`src/shared/fault_monitor_pkg.sv`:
```
package fault_monitor_pkg;
    localparam int          channel_count      = 16;
    localparam int          group_size         = 8;
    localparam logic [3:0]  fault_status_addr  = 4'h0;
    localparam logic [3:0]  irq_status_addr    = 4'h1;
    localparam logic [3:0]  irq_mask_addr      = 4'h2;
    localparam logic [3:0]  control_addr       = 4'h3;
    localparam int          low_group_bit      = 0;
    localparam int          high_group_bit     = 1;
    localparam int          ctl_comm_bit       = 0;
    localparam logic [15:0] irq_mask_reset     = 16'h0000;
    localparam logic [15:0] control_reset      = 16'h0000;
    localparam int          pulse_period_ns    = 10000000;
    localparam int          clk_period_ns      = 10;
    localparam int          pulse_half_cycles  = pulse_period_ns / clk_period_ns / 2;

    typedef struct packed {
        logic        run;
        logic        low_fault;
        logic        high_fault;
    } lamp_s;
endpackage

```
`src/verilog/output_fault_monitor.sv`:
```
// Notes on behaviour
// - overload sense inputs are watched every clock, not only on request.
// - a failing output is toggled off and on while its fault persists.
// - fault status bit 0 flags outputs 1..8, bit 1 flags outputs 9..16.
// - the group's red diagnostic lamp turns on with its status bit.
// - low group fault lights the first diagnostic lamp, run lamp stays on.
// - high group fault lights the second diagnostic lamp, run lamp stays on.
// - no fault and communication active: run lamp on, diagnostic lamps off.
// - status bits clear by themselves once the fault disappears.
// - the diagnostic lamp goes out in the same cycle its status bit clears, unless that group's undervoltage input keeps it lit.
// - fault status is read only and after reset shows present faults.
//
// Chosen here: the plain strobed port.
`timescale 1ns/1ps
`default_nettype none
module output_fault_monitor #(
    parameter int pulse_half = fault_monitor_pkg::pulse_half_cycles
) (
    input  wire logic        sys_clk_in,
    input  wire logic        rst_in,
    input  wire logic [15:0] out_cmd_in,
    input  wire logic [15:0] overload_in,
    input  wire logic        undervolt_low_in,
    input  wire logic        undervolt_high_in,
    input  wire logic [3:0]  addr_in,
    input  wire logic [15:0] wdata_in,
    input  wire logic        wr_in,
    input  wire logic        rd_in,
    output logic      [15:0] rdata_out,
    output logic      [15:0] out_drive_out,
    output logic             run_lamp_out,
    output logic             low_group_fault_lamp_out,
    output logic             high_group_fault_lamp_out,
    output logic             irq_out
);
    localparam int channels    = fault_monitor_pkg::channel_count;
    localparam int group_width = fault_monitor_pkg::group_size;
    localparam int low_bit     = fault_monitor_pkg::low_group_bit;
    localparam int high_bit    = fault_monitor_pkg::high_group_bit;
    localparam int comm_bit    = fault_monitor_pkg::ctl_comm_bit;

    // port widths fix sixteen outputs in two groups of eight
    if (channels != 16) begin : g_bad_channels
        $error("channel count must be 16");
    end
    if (group_width * 2 != channels) begin : g_bad_groups
        $error("two groups must cover all channels");
    end
    if (group_width != 8) begin : g_bad_width
        $error("group_any walks eight flags per group");
    end
    if (low_bit != 0 || high_bit != 1) begin : g_bad_bits
        $error("group bits must sit at positions 0 and 1");
    end
    if (comm_bit != 0) begin : g_bad_comm
        $error("control write mask assumes the comm bit at 0");
    end
    if (pulse_half < 1) begin : g_bad_pulse
        $error("pulse_half must be at least 1");
    end
    // a shared offset would let one strobe hit two registers
    if (fault_monitor_pkg::fault_status_addr == fault_monitor_pkg::irq_status_addr
        || fault_monitor_pkg::fault_status_addr == fault_monitor_pkg::irq_mask_addr
        || fault_monitor_pkg::fault_status_addr == fault_monitor_pkg::control_addr
        || fault_monitor_pkg::irq_status_addr == fault_monitor_pkg::irq_mask_addr
        || fault_monitor_pkg::irq_status_addr == fault_monitor_pkg::control_addr
        || fault_monitor_pkg::irq_mask_addr == fault_monitor_pkg::control_addr) begin : g_bad_map
        $error("register offsets must differ");
    end

    typedef enum logic [1:0] {
        chop_idle = 2'b00,
        chop_off  = 2'b01,
        chop_on   = 2'b10
    } chop_state_e;

    // one strobe qualified by one offset
    function automatic logic reg_hit(
        input logic       strobe,
        input logic [3:0] addr,
        input logic [3:0] target
    );
        return strobe && (addr == target);
    endfunction

    // or of one group of eight flags; group 0 covers outputs 1..8
    function automatic logic group_any(
        input logic [15:0] flags,
        input int          group_index
    );
        logic result;
        result = 1'b0;
        for (int i = 0; i < 8; i++) begin
            result = result | flags[group_index * 8 + i];
        end
        return result;
    endfunction

    // a fresh fault starts in the off half, so the driver is relieved at once
    function automatic chop_state_e next_chop(
        input chop_state_e state,
        input logic        fault,
        input logic        tick
    );
        chop_state_e result;
        result = state;
        if (!fault) begin
            result = chop_idle;
        end else begin
            unique case (state)
                chop_idle: result = chop_off;
                chop_off:  result = tick ? chop_on : chop_off;
                chop_on:   result = tick ? chop_off : chop_on;
                default:   result = chop_off;
            endcase
        end
        return result;
    endfunction

    // pin inputs, two-stage synchronisers
    logic [15:0] ovl_meta;
    logic [15:0] ovl_sync;
    logic [1:0]  uv_meta;
    logic [1:0]  uv_sync;

    always_ff @(posedge sys_clk_in) begin
        ovl_meta <= overload_in;
        uv_meta  <= {undervolt_high_in, undervolt_low_in};
    end

    always_ff @(posedge sys_clk_in) begin
        ovl_sync <= ovl_meta;
        uv_sync  <= uv_meta;
    end

    // undervoltage lights a lamp but sets no status bit
    wire logic short_low  = group_any(ovl_sync, low_bit);
    wire logic short_high = group_any(ovl_sync, high_bit);
    wire logic diag_low   = short_low | uv_sync[low_bit];
    wire logic diag_high  = short_high | uv_sync[high_bit];

    // status follows the condition directly; nothing latches a cause that is gone
    wire logic [15:0] next_fault_status = {14'h0000, short_high, short_low};
    logic [15:0] fault_status;

    // no reset on purpose: right after reset the bits show the faults present then
    always_ff @(posedge sys_clk_in) begin
        fault_status <= next_fault_status;
    end

    // one shared tick paces every chopping output, one half period apart
    logic [31:0] pulse_cnt;
    wire logic   pulse_wrap = (pulse_cnt >= 32'(pulse_half - 1));

    always_ff @(posedge sys_clk_in) begin
        if (rst_in) begin
            pulse_cnt <= 32'h00000000;
        end else if (pulse_wrap) begin
            pulse_cnt <= 32'h00000000;
        end else begin
            pulse_cnt <= pulse_cnt + 32'h00000001;
        end
    end

    // per-output chopper state, indexed by channel
    chop_state_e chop_state      [16];
    chop_state_e next_chop_state [16];
    logic [15:0] chop_hold;

    for (genvar i = 0; i < 16; i++) begin : g_chop
        assign next_chop_state[i] = next_chop(chop_state[i], ovl_sync[i], pulse_wrap);
        assign chop_hold[i]       = (chop_state[i] == chop_off);
    end

    always_ff @(posedge sys_clk_in) begin
        for (int i = 0; i < 16; i++) begin
            if (rst_in) begin
                chop_state[i] <= chop_idle;
            end else begin
                chop_state[i] <= next_chop_state[i];
            end
        end
    end

    // the command still wins while an output is healthy
    wire logic [15:0] next_drive = out_cmd_in & ~chop_hold;

    always_ff @(posedge sys_clk_in) begin
        if (rst_in) begin
            out_drive_out <= 16'h0000;
        end else begin
            out_drive_out <= next_drive;
        end
    end

    // registers
    logic [15:0] irq_status;
    logic [15:0] irq_mask;
    logic [15:0] control;

    wire logic wr_irq_status = reg_hit(wr_in, addr_in, fault_monitor_pkg::irq_status_addr);
    wire logic wr_irq_mask   = reg_hit(wr_in, addr_in, fault_monitor_pkg::irq_mask_addr);
    wire logic wr_control    = reg_hit(wr_in, addr_in, fault_monitor_pkg::control_addr);

    // rising fault edges raise sticky events; set beats write-one-to-clear
    wire logic [15:0] fault_rise      = next_fault_status & ~fault_status;
    wire logic [15:0] w1c             = wr_irq_status ? wdata_in : 16'h0000;
    wire logic [15:0] next_irq_status = (irq_status & ~w1c) | fault_rise;
    wire logic [15:0] next_irq_mask   = wr_irq_mask ? wdata_in : irq_mask;
    wire logic [15:0] next_control    = wr_control ? (wdata_in & 16'h0001) : control;
    wire logic        comm_on         = control[comm_bit];

    always_ff @(posedge sys_clk_in) begin
        if (rst_in) begin
            irq_status <= 16'h0000;
        end else begin
            irq_status <= next_irq_status;
        end
    end

    always_ff @(posedge sys_clk_in) begin
        if (rst_in) begin
            irq_mask <= fault_monitor_pkg::irq_mask_reset;
        end else begin
            irq_mask <= next_irq_mask;
        end
    end

    always_ff @(posedge sys_clk_in) begin
        if (rst_in) begin
            control <= fault_monitor_pkg::control_reset;
        end else begin
            control <= next_control;
        end
    end

    // fault status has no write strobe, so writes to it fall away
    logic [15:0] rd_mux;
    always_comb begin
        unique case (addr_in)
            fault_monitor_pkg::fault_status_addr: rd_mux = fault_status;
            fault_monitor_pkg::irq_status_addr:   rd_mux = irq_status;
            fault_monitor_pkg::irq_mask_addr:     rd_mux = irq_mask;
            fault_monitor_pkg::control_addr:      rd_mux = control;
            default:                              rd_mux = 16'h0000;
        endcase
    end

    // read data stand one cycle, zero otherwise
    wire logic [15:0] next_rdata = rd_in ? rd_mux : 16'h0000;
    // irq follows the new status and mask together
    wire logic        next_irq   = |(next_irq_status & next_irq_mask);

    fault_monitor_pkg::lamp_s next_lamps;
    assign next_lamps.run        = comm_on;
    // lamps read the synchronised terms the status bits use, so both move on one edge
    assign next_lamps.low_fault  = diag_low;
    assign next_lamps.high_fault = diag_high;

    // every output leaves straight from a flop
    always_ff @(posedge sys_clk_in) begin
        if (rst_in) begin
            rdata_out <= 16'h0000;
        end else begin
            rdata_out <= next_rdata;
        end
    end

    always_ff @(posedge sys_clk_in) begin
        if (rst_in) begin
            run_lamp_out <= 1'b0;
        end else begin
            run_lamp_out <= next_lamps.run;
        end
    end

    always_ff @(posedge sys_clk_in) begin
        if (rst_in) begin
            low_group_fault_lamp_out <= 1'b0;
        end else begin
            low_group_fault_lamp_out <= next_lamps.low_fault;
        end
    end

    always_ff @(posedge sys_clk_in) begin
        if (rst_in) begin
            high_group_fault_lamp_out <= 1'b0;
        end else begin
            high_group_fault_lamp_out <= next_lamps.high_fault;
        end
    end

    always_ff @(posedge sys_clk_in) begin
        if (rst_in) begin
            irq_out <= 1'b0;
        end else begin
            irq_out <= next_irq;
        end
    end
endmodule
`default_nettype wire

```
`config.mk`:
```
export PLATFORM = sky130hd
export DESIGN_NAME = output_fault_monitor
export DESIGN_NICKNAME = d
export VERILOG_FILES = /design/src/shared/fault_monitor_pkg.sv /design/src/verilog/output_fault_monitor.sv
export SDC_FILE = /design/constraint.sdc
export NUM_CORES = 1
export LEC_CHECK = 0
export ABC_AREA = 0
export BUFFER_PORTS_ARGS = -buffer_cell sky130_fd_sc_hd__buf_2
export CAP_MARGIN = 20
export CORE_MARGIN = 2
export CORE_UTILIZATION = 40
export CTS_BUF_LIST = sky130_fd_sc_hd__clkbuf_16
export DETAILED_ROUTE_END_ITERATION = 12
export GPL_ROUTABILITY_DRIVEN = 0
export HOLD_SLACK_MARGIN = 0.1
export SETUP_SLACK_MARGIN = 0.02
export SLEW_MARGIN = 30
export SYNTH_ARGS = -nofsm -noshare
export SYNTH_HDL_FRONTEND = slang
export SYNTH_SLANG_ARGS = --single-unit
```
`constraint.sdc`:
```
create_clock -name sys_clk_in -period 2.2 [get_ports sys_clk_in]
set_input_delay 0.11 -clock sys_clk_in [delete_from_list [all_inputs] [get_ports sys_clk_in]]
set_output_delay 0.11 -clock sys_clk_in [all_outputs]
set_load 0.1 [all_outputs]
```
# Word-level counts from Yosys, hierarchy flattened
# Memory sizes are Yosys's and may differ from the RTL's.
# Cells that the tools add are included.
dict set report totals {
  ff_bits 139
  ram_bits 32
  inputBits 58
  wordCells 157
  mem_count 1
}
dict set report op_classes {
  n_addsub 1
  n_lt_le_gt_ge 1
  n_eq_ne 35
  n_mux 56
  n_bitwise 41
  n_reduce_logical 7
}
# memory words width rd rd_clocked_by_memory_dff wr line_no
set mem_list {}
lappend mem_list {chop_state 16 2 16 0 16 output_fault_monitor.sv:166} ;# chop_state_e chop_state [16];
# cell count
set op_table {}
lappend op_table {{$mux W2} 34}
lappend op_table {{$pmux W16 S4} 1}
lappend op_table {{$pmux W2 S2} 16}
lappend op_table {{$and A16 B16 Y16} 3}
lappend op_table {{$add A32 B1 Y32 const B} 1}
lappend op_table {{$eq A2 B1 Y1 const B} 16}
lappend op_table {{$eq A2 B2 Y1 const B} 16}
lappend op_table {{$ge A32 B19 Y1 const B} 1}
lappend op_table {{$mux W16} 2}
lappend op_table {{$not A16 Y16} 2}
lappend op_table {{$or A1 B1 Y1} 32}
lappend op_table {{$and A2 B16 Y16} 1}
lappend op_table {{$not A2 Y16} 1}
lappend op_table {{$or A16 B16 Y16} 1}
lappend op_table {{$reduce_or A16 Y1} 1}
lappend op_table {{$eq A4 B2 Y1 const B} 2}
lappend op_table {{$eq A4 B1 Y1 const B} 1}
lappend op_table {{$logic_not A4 Y1} 1}
lappend op_table {{$reduce_or A2 Y1} 2}
lappend op_table {{$logic_and A1 B1 Y1} 3}
lappend op_table {{$mux W1} 3}
lappend op_table {{$not A1 Y1} 1}

# Logic depth before layout (Yosys ltp)
# Gate-level depths: netlist of the first run.
dict set report depth {
  depth_word 11
  mapped_depth 9
  depth_no_buf 7
}

# Least setup slack after synthesis of the first run
# Ideal clock, no wire load.
dict set report synth_timing {
  kind {reg-to-reg}
  startpoint {register pulse_cnt[0]}
  endpoint {register pulse_cnt[17]}
  setup_ps 62
  arrival_time_ps 1903
  required_ps 2138
  slack_ps 235
  stages_incl_launch_ff 10
  period_less_slack_ps 1965
  path_cell_list {dfxtp_1 ha_1 and4_1 o41ai_1 o21ai_0 a41o_1 or2_1 buf_6 buf_6 nor2_4}
}
dict set report synth_via {
  elab_chain_cells 2
}
# item line_no
set synth_lines {}
lappend synth_lines {{start, declared} output_fault_monitor.sv:152} ;# logic [31:0] pulse_cnt;
lappend synth_lines {{start signal, assigned} output_fault_monitor.sv:161} ;# pulse_cnt <= pulse_cnt + 32'h00000001;
lappend synth_lines {{$ge A32 B19 Y1} output_fault_monitor.sv:153} ;# wire logic pulse_wrap = (pulse_cnt >= 32'(pulse_half - 1));
lappend synth_lines {{$reduce_or A2 Y1 (no source line)} n/a}
# Parallel ways exist; a longest one is shown, timed or not.
# A chain may end at the register's enable or synchronous reset.

# Worst setup path in the final report of the first run
dict set report layout_timing {
  startpoint {register pulse_cnt[0]}
  endpoint {register pulse_cnt[12]}
}
# The elaborated chain is that of the path after synthesis.

==> out/metrics.yaml, run 1 <==
timing:
  slew_headroom: 0.519
  fin_skew_ns: 0.00771
  hold_slack_ns: 0.112
  rsz0062_at_grt: "yes"
  setup_viol: 0
  fin_ws_ns: 0.127
  setup-tns-final_ns: 0
  finalCriticalPeriod_ns: 2.07
  fin_crit_sh: 0.942
  fmax_mhz: 482
  worst_pin_slew_ns: 0.720
  hold_viol_final: 0
  slew_violations: 0
die:
  rows: 45
  start_util: 0.407
  core_area_um2: 15100
  fp.dieArea_um2: 16400
  die_width_um: 128
  die_y_um: 128
  ios: 94
yosys:
  async_flop_share: 0
  syn_avg_cell_area_um2: 10.3
  yosysTopAreaCell: "dfxtp_1"
  synth.yosys.seq_area_share: 0.555
  ys.flop_type: "dfxtp_1"
  netlist_instances: 600
  synth_top_area_frac: 0.555
  ys_top_cells_by_area: "dfxtp_1 56%, ha_1 6.7%, nor2_1 5.9%"
  yosysWarnings: 0
  synth-edff-count: 0
  ys_ff_latch: 171
  ys_types: 48
  syn_area_um2: 6160
pwr:
  leakagePower_uw: 0.00348
  power.density_nw_per_um2: 845
  irDropWorstVdd_mv: 0.718
routing:
  drt_wl_total_mm: 12.0
  drt_iter0_markers: 173
  drc: 0
  routed_via_density: 4.79
  routedWlPerCell_um: 12.4
  antenna_left: 0
  first_pass_iters: 4
  vias: 4640
worst_setup_path:
  end_kind: "flop"
  critical_path.max_fanout: 18
  worstPathCellList: "ha_1 > and4_1 > o41ai_1 > o21ai_0 > a41o_2 > or2_1 > buf_12 > a21oi_1"
  critPathBufInv: 1
  crit_arrival_ns: 2.43
  crit_type: "flop to flop"
  cp_top_family: "compound AO/OA/AOI/OAI gates"
  cp.required_ns: 2.56
  slowest_delay_ns: 0.35
  startpoint_type: "flop"
  cp_slowest_cell: "dfxtp_1"
clock_network:
  clock_latency_ns: 0.43
  clockBufferDepth: 2
  cts_tree: "done"
  clock_sinks: 171
  clkTransAtPathRegs_ns: 0.06
  cts_root_buffer: "clkbuf_16"
  htreeDepth: 4
  numCtsBuffers: 17
placed_design:
  dp_hpwl_mm: 8.24
  pre_cts_ws_ns: 0.135
  port_buffers: 93
  dp_cells: 880
run:
  maxCapViolations: 0
layout:
  fillers: 1332
  drive_above_1_share: 0.194
  final_nets: 858
  n_antenna_cell: 0
  area_growth_pct: 31.0
  fin_cells: 968
global_route:
  grt_max_degree: 56
  grt_pass1_wl_mm: 20.5
  antenna_found_initial: 0
  grt_overflow: 0
  grt_pass1_vias: 4454
  grt_usage: 0.158
status:
  status: "finished, final reports clean"
hold_path:
  hold_class: "primary input to flop"
routing by layer:
layer	vias up	global-route usage	wire length (um)
li1	2354	-	-
met4	0	0.0659	210
met3	16	0.0359	458
met1	2166	0.195	5570
met2	104	0.267	5800
met5	-	0	0
timing repair:
action / CTS / global route
endpoints found under the hold margin: 69 / 0
hold buffers: 55 / 0
resized for setup: 0 / 2
buffers inserted: 0 / 1
setup endpoints to repair: 0 / 21
cell families after synthesis:
family	after synthesis	synth area share
flops	171	0.555
simple gates	236	0.196
compound gates	50	0.0587
xor+xnor	16	0.0227
mux	35	0.0593
buf+inv	58	0.0400
fa+ha+maj	33	0.0670
other cells	1	0.000608
layout make-up:
| type | instances | area (um^2) | area share |
|---|---|---|---|
| Sequential cell | 171 | 3420 | 0.424 |
| Multi-Input combinational cell | 383 | 2550 | 0.316 |
| Timing Repair Buffer | 157 | 1120 | 0.138 |
| Clock buffer | 17 | 425 | 0.0527 |
| Tap cell | 188 | 235 | 0.0291 |
| Clock inverter | 15 | 184 | 0.0228 |
| Inverter | 37 | 139 | 0.0172 |
worst paths after layout:
| kind | from | end | slack (ns) | cells after the start |
|---|---|---|---|---|
| max | pulse_cnt[0]$_SDFF_PP0_ | pulse_cnt[12]$_SDFF_PP0_ | 0.13 | 8 |
| min | addr_in[1] | rdata_out[1]$_SDFF_PP0_ | 0.11 | 4 |
| max reg2reg | pulse_cnt[0]$_SDFF_PP0_ | pulse_cnt[12]$_SDFF_PP0_ | 0.13 | 8 |
| min reg2reg | ovl_meta[4]$_DFF_P_ | ovl_sync[4]$_DFF_P_ | 0.32 | 0 |
through the flow:
stage,util,power [uW],cell area [um^2]
6_report,0.533,6820,8070
5_1_grt,0.533,7080,8070
4_1_cts,0.532,6890,8060
3_5_place_dp,0.455,3740,6900
3_3_place_gp,0.455,3720,6900
2_1_floorplan,-,3600,6210
sequential cells by signal, summed over array words and instances (netlist names):
name and cells:
irq_out 1, pulse_cnt 32, uv_sync 2, run_lamp_out 1
fault_status 2, ovl_sync 16, irq_mask 16, uv_meta 2
ovl_meta 16, high_group_fault_lamp_out 1, irq_status 16, control 1
out_drive_out 16, low_group_fault_lamp_out 1, chop_state 32, rdata_out 16
report_power, final:
part,switching (uW),leakage (uW),total [uW],internal [uW]
sequential,36.3,0.00141,3230,3190
clock,1270,0.000302,3080,1810
combinational,309,0.00177,505,196
cells in the final DEF (no fill, tap or decap), drive strengths merged, types with 2 or more instances in the layout:
cell type,count
nand2,22
and3,2
buf,102
inv,44
nor2b,6
xnor2,7
clkinv,4
nor2,107
nor4,7
xor2,9
nand2b,17
clkbuf,17
nand3,24
nor3,21
nor3b,16
dlygate4sd3,55
bufinv,3
a211oi,16
mux2i,32
conb,13
nand3b,2
a21oi,4
o21ai,2
a31oi,3
and4,2
nand4,3
mux2,2
and2,2
ha,33
o22ai,5
a22oi,14
dfxtp,171
worst reg2reg max path, delay by kind of cell (launching register included):
| kind | cells | cell delay, ns |
|---|---|---|
| AOI/OAI and AO/OA | 4 | 0.77 |
| and+or+nand+nor | 2 | 0.45 |
| adders and majority gates | 1 | 0.25 |
| buffers and inverters | 1 | 0.19 |
| DFF | 1 | 0.35 |
synth_stat cells (3+ instances only):
cell / n
xnor2_1: 7
nor3b_1: 16
nor2_4: 8
nand2_1: 22
a21oi_1: 4
buf_2: 8
o22ai_1: 5
a22oi_1: 14
nand4_1: 3
nor2b_1: 6
inv_1: 37
clkbuf_1: 8
mux2i_1: 32
nor2_1: 97
a31oi_1: 3
xor2_1: 9
nor4_1: 7
a211oi_1: 16
ha_1: 33
nand3_1: 23
nor3_1: 21
nand2b_1: 17
dfxtp_1: 171
No activity file was read; power rests on OpenSTA's default activity.
==> run 2, diff against run 1 <==
--- a/config.mk
+++ b/config.mk
@@ -14,6 +14,7 @@
 export DETAILED_ROUTE_END_ITERATION = 12
 export GPL_ROUTABILITY_DRIVEN = 0
 export HOLD_SLACK_MARGIN = 0.1
+export RECOVER_POWER = 25
 export SETUP_SLACK_MARGIN = 0.02
 export SLEW_MARGIN = 30
 export SYNTH_ARGS = -nofsm -noshare
==> out/metrics.yaml, run 2 (same netlist as run 1, synthesis figures left out) <==
clock_network:
  cts_tree: "done"
  htreeDepth: 4  # unchanged
  cts_root_buffer: "clkbuf_16"
  clock_sinks: 171  # unchanged
  clockBufferDepth: 2  # unchanged
  clkTransAtPathRegs_ns: 0.06  # about the same
  clock_latency_ns: 0.43  # about the same
  numCtsBuffers: 17  # unchanged
hold_path:
  holdPathStages: 4  # unchanged
  hold_class: "primary input to flop"
global_route:
  grt_max_degree: 56  # unchanged
  grt_pass1_wl_mm: 20.5  # unchanged
  use_met3: 0.0359  # unchanged
  grt_overflow: 0  # unchanged
  gr-usage-met1: 0.195  # unchanged
  grt-busiest-layer: "met2"
  grt_pass1_vias: 4454  # unchanged
  met2_usage: 0.267  # unchanged
  antenna_found_initial: 0  # unchanged
  grt_usage: 0.158  # unchanged
worst_setup_path:
  startpoint_type: "flop"
  reg2reg_depth: 8  # unchanged
  rrSetupSlack_ns: 0.13  # about the same
  critical_path.max_fanout: 18  # unchanged
  crit_arrival_ns: 2.43  # about the same
  cp.required_ns: 2.56  # about the same
  crit_type: "flop to flop"
  end_kind: "flop"
routing:
  routedWlPerCell_um: 12.5  # +0.16%
  drt_iter0_markers: 170  # -1.7%
  first_pass_iters: 4  # unchanged
  routed_via_density: 4.81  # +0.28%
  vias: 4653  # +0.28%
  drc: 0  # unchanged
  drt_wl_total_mm: 12.1  # +0.16%
  antenna_left: 0  # unchanged
layout:
  n_antenna_cell: 0  # unchanged
  top_regs: "chop_state: 32 flops, pulse_cnt: 32 flops"
  final_nets: 858  # unchanged
  layout_commonest_cell: "dfxtp_1"
  area_growth_pct: 30.9  # about the same
  final_util: 0.533  # about the same
  fillers: 1332  # unchanged
  drive_above_1_share: 0.190  # -0.00385
  layout_common_cells: "171 x dfxtp_1, 97 x nor2_1, 90 x buf_2, 55 x dlygate4sd3_1, 37 x inv_1"
timing:
  slew_headroom: 0.356  # -0.163
  finalCriticalPeriod_ns: 2.07  # +0.00130 ns
  fin_ws_ns: 0.126  # -0.00130 ns
  worst_pin_slew_ns: 0.966  # +0.246 ns
  hold_viol_final: 0  # unchanged
  slew_violations: 0  # unchanged
  setup_viol: 0  # unchanged
  fmax_mhz: 482  # about the same
  fin_skew_ns: 0.0106  # +0.00290 ns
  fin_crit_sh: 0.943  # about the same
  rsz0062_at_grt: "yes"
die:
  start_util: 0.407  # unchanged
  die_y_um: 128  # unchanged
  core_area_um2: 15100  # unchanged
  rows: 45  # unchanged
  fp.dieArea_um2: 16400  # unchanged
  ios: 94  # unchanged
  die_width_um: 128  # unchanged
placed_design:
  pre_cts_ws_ns: 0.135  # unchanged
  dp_hpwl_mm: 8.24  # unchanged
  port_buffers: 93  # unchanged
pwr:
  p_switching_uw: 1620  # about the same
  p_seq_frac: 0.474  # about the same
  internal_power_uw: 5200  # about the same
  power.density_nw_per_um2: 845  # about the same
  comb_power_share: 0.074  # about the same
  pwr-share-clk: 0.452  # about the same
  power_switching_share: 0.237  # about the same
  leakagePower_uw: 0.00347  # -0.24%
  irDropWorstVdd_mv: 0.718  # about the same
status:
  status: "finished, final reports clean"
run:
  maxCapViolations: 0  # unchanged
## run 2: changes by cell type in the layout (fill, tap and decap cells not counted), sizes merged
cell    before  now
clkbuf      17   20
buf        102   99
## run 2: stage by stage
stage	std cells	TNS (ns)	instance area [um^2]	total power [uW]	hold slack (ns)
2_1_floorplan	612	0	6210	3600	0.138
3_3_place_gp	880	0	6900	3720	0.212
3_5_place_dp	880	0	6900	3740	0.214
4_1_cts	967	0	8060	6890	0.103
5_1_grt	968	-0.00176	8070	7080	0.137
6_report	968	0	8070	6820	0.113
## run 2: critical path: stages, from the launching register on
cell	delay (ns)
dfxtp_1	0.35
ha_1	0.25
and4_1	0.17
o41ai_1	0.22
o21ai_0	0.13
a41o_2	0.31
or2_1	0.28
buf_12	0.19
a21oi_1	0.11
## run 2: metal layers
layer / wire length (um) / vias to the layer above
li1: - / 2353
met1: 5610 / 2183
met2: 5840 / 102
met3: 403 / 15
met4: 210 / 0
met5: 0 / -
## run 2: timing repair
| item | in CTS | in global routing |
|---|---|---|
| gates resized for setup | 0 | 2 |
| setup buffers | 0 | 1 |
| endpoints found under the setup margin | 0 | 21 |
| hold buffers | 55 | 0 |
| endpoints found under the hold margin | 69 | 0 |
## run 2: layout make-up
cell class / instances / area [um^2] / area share
timing repair buffer: 157 / 1110 / 0.138
clock buffer: 17 / 425 / 0.0527
sequential: 171 / 3420 / 0.424
clock inverter: 15 / 184 / 0.0228
multi-input combinational: 383 / 2550 / 0.316
tap: 188 / 235 / 0.0292
inverter: 37 / 139 / 0.0172
## run 2: power groups by stage
stage	Combinational, uW	Clock [uW]	Sequential, uW
4_1_cts	508	3150	3230
3_3_place_gp	419	0	3300
2_1_floorplan	163	0	3440
5_1_grt	553	3290	3240
3_5_place_dp	435	0	3300
6_report	505	3080	3230
## run 2: final timing paths
| path | startpoint | end |
|---|---|---|
| worst max-delay path | pulse_cnt[0]$_SDFF_PP0_ | pulse_cnt[12]$_SDFF_PP0_ |
| worst min-delay path | addr_in[1] | rdata_out[1]$_SDFF_PP0_ |
| worst max register to register | pulse_cnt[0]$_SDFF_PP0_ | pulse_cnt[12]$_SDFF_PP0_ |
| worst min register to register | ovl_meta[4]$_DFF_P_ | ovl_sync[4]$_DFF_P_ |
==> run 3, diff against run 2 <==
--- a/config.mk
+++ b/config.mk
@@ -6,6 +6,7 @@
 export NUM_CORES = 1
 export LEC_CHECK = 0
 export ABC_AREA = 0
+export ABC_CLOCK_PERIOD_IN_PS = 2200
 export BUFFER_PORTS_ARGS = -buffer_cell sky130_fd_sc_hd__buf_2
 export CAP_MARGIN = 20
 export CORE_MARGIN = 2
==> constraint.sdc (replaced) <==
create_clock -name sys_clk_in -period 2.2 [get_ports sys_clk_in]
set_input_delay 0.33 -clock sys_clk_in [delete_from_list [all_inputs] [get_ports sys_clk_in]]
set_output_delay 0.33 -clock sys_clk_in [all_outputs]
set_load 0.1 [all_outputs]
==> out/metrics.yaml, run 3 (same netlist as run 1, synthesis figures left out) <==
routing:
  routedWlPerCell_um: 13.1  # +5.0%
  vias: 4568  # -1.8%
  routed_via_density: 4.89  # +1.6%
  drc: 0  # unchanged
  antenna_left: 0  # unchanged
  first_pass_iters: 5  # +1
  drt_wl_total_mm: 12.2  # +1.5%
  drt_iter0_markers: 304  # +79%
clock_network:
  cts_tree: "done"
  clockBufferDepth: 2  # unchanged
  htreeDepth: 4  # unchanged
  clkTransAtPathRegs_ns: 0.07  # about the same
  cts_setup_buffers: 0  # unchanged
  clock_sinks: 171  # unchanged
  numCtsBuffers: 17  # unchanged
  cts_root_buffer: "clkbuf_16"
  clock_latency_ns: 0.43  # about the same
placed_design:
  dp_cells: 885  # +0.57%
  pre_cts_ws_ns: 0.154  # +0.0186 ns
  dp_hpwl_mm: 8.64  # +4.8%
  port_buffers: 93  # unchanged
timing:
  fin_ws_ns: 0.228  # +0.102 ns
  worst_pin_slew_ns: 1.51  # +0.541 ns
  rsz0062_at_grt: "no"
  setup_viol: 0  # unchanged
  fin_skew_ns: 0.00844  # -0.00216 ns
  finalCriticalPeriod_ns: 1.97  # -0.102 ns
  hold_viol_final: 0  # unchanged
  setup-tns-final_ns: 0  # unchanged
  fmax_mhz: 507  # +5.2%
  slew_violations: 36  # +36
  fin_crit_sh: 0.896  # -0.0465
  slew_headroom: -0.00473  # -0.361
worst_setup_path:
  critical_path.max_fanout: 9  # -9
  worstReg2RegEnd: "pulse_cnt[6]$_SDFF_PP0_"
  endpoint: "pulse_cnt[6]$_SDFF_PP0_"
  cp-startpoint: "pulse_cnt[1]$_SDFF_PP0_"
  cp.required_ns: 2.56  # about the same
  rrSetupSlack_ns: 0.23  # +0.10 ns
  crit_arrival_ns: 2.33  # -0.10 ns
  reg2reg_depth: 8  # unchanged
  startpoint_type: "flop"
  r2r-start: "pulse_cnt[1]$_SDFF_PP0_"
  end_kind: "flop"
  crit_type: "flop to flop"
layout:
  multi_input_area_um2: 2560  # +0.29%
  regArea_um2: 3420  # unchanged
  n_antenna_cell: 0  # unchanged
  area_growth_pct: 24.8
  final_nets: 825  # -3.8%
  final_util: 0.508  # -0.0246
  layout_common_cells: "171 x dfxtp_1, 97 x nor2_1, 92 x buf_2, 37 x inv_1, 33 x ha_1"
  layout_commonest_cell: "dfxtp_1"
  fin_cells: 935  # -3.4%
  drive_above_1_share: 0.206  # +0.0164
  top_regs: "chop_state: 32 flops, pulse_cnt: 32 flops"
  fillers: 1355  # +1.7%
status:
  violations: "capacitance limit, slew limit"
  status: "finished with violations"
global_route:
  grt_overflow: 0  # unchanged
  antenna_found_initial: 0  # unchanged
  grt_max_degree: 49  # -13%
  grt_pass1_vias: 4522  # +1.5%
  grt_pass1_wl_mm: 20.7  # +0.84%
  grt_usage: 0.159  # +0.000224
hold_path:
  hold_class: "primary input to flop"
pwr:
  irDropWorstVdd_mv: 0.620  # -14%
  leakagePower_uw: 0.00332  # -4.2%
  power.density_nw_per_um2: 859  # +1.7%
die:
  start_util: 0.407  # unchanged
  fp.dieArea_um2: 16400  # unchanged
  rows: 45  # unchanged
  die_y_um: 128  # unchanged
  ios: 94  # unchanged
  core_area_um2: 15100  # unchanged
  die_width_um: 128  # unchanged
run:
  maxCapViolations: 1  # +1
run 3: cell count changes in the layout (fill, tap and decap cells not counted):
cell,delta
clkbuf_1,-1
buf_4,+4
bufinv_16,-2
o41ai_1,-1
dlygate4sd3_1,-37
o41ai_2,+1
buf_8,-1
clkinv_4,+3
buf_2,+2
inv_6,+2
clkinv_2,-3
run 3: layer usage:
layer / vias up / GRT usage / share of wire
met1: 2151 / 0.194 / 0.45
met4: 0 / 0.0556 / 0.016
met2: 123 / 0.269 / 0.49
met5: - / 0 / 0
met3: 20 / 0.0438 / 0.049
li1: 2274 / - / -
run 3: worst max-delay path, cell delays in order (launching register included):
cell and delay (ns):
dfxtp_1 0.33, ha_1 0.22, and4_1 0.18, o41ai_2 0.20
o21ai_0 0.11, a41o_2 0.31, or2_1 0.26, buf_4 0.19
nor2_1 0.11
run 3: worst min-delay path by stage:
stage / from / endpoint / slack [ns] / cells past startpoint
5_1_grt: out_cmd_in[9] / out_drive_out[9]$_SDFF_PP0_ / 0.15 / 2
4_1_cts: out_cmd_in[2] / out_drive_out[2]$_SDFF_PP0_ / 0.14 / 2
6_report: out_cmd_in[7] / out_drive_out[7]$_SDFF_PP0_ / 0.15 / 2
3_3_place_gp: ovl_meta[4]$_DFF_P_ / ovl_sync[4]$_DFF_P_ / 0.31 / 0
3_5_place_dp: ovl_meta[2]$_DFF_P_ / ovl_sync[2]$_DFF_P_ / 0.31 / 0
2_1_floorplan: ovl_meta[0]$_DFF_P_ / ovl_sync[0]$_DFF_P_ / 0.31 / 0
run 3: report_power, final:
group	switching, uW	leakage, uW	internal [uW]
sequential	37.7	0.00141	3190
clock	1320	0.000284	1600
combinational	304	0.00163	155
total	1660	0.00332	4950
run 3: final cells by class:
type                            count  area share
Inverter                           37      0.0180
Clock buffer                       17      0.0553
Multi-Input combinational cell    383       0.332
Tap cell                          188      0.0306
Sequential cell                   171       0.445
Clock inverter                     15      0.0198
Timing Repair Buffer              124      0.0992
run 3: metrics by stage:
step / instance area, um^2 / power (uW) / hold WS (ns)
after detailed placement: 6930 / 3740 / 0.312
after CTS: 7690 / 6680 / 0.141
after global placement: 6930 / 3720 / 0.312
after global routing: 7690 / 6880 / 0.150
after floorplan: 6210 / 3600 / 0.310
final: 7690 / 6610 / 0.154
run 3: repair_timing:
action | in CTS | in global routing
endpoints found under the setup margin | 0 | 17
hold buffers | 18 | 0
hold endpoints to repair | 18 | 0
resized for setup | 0 | 1
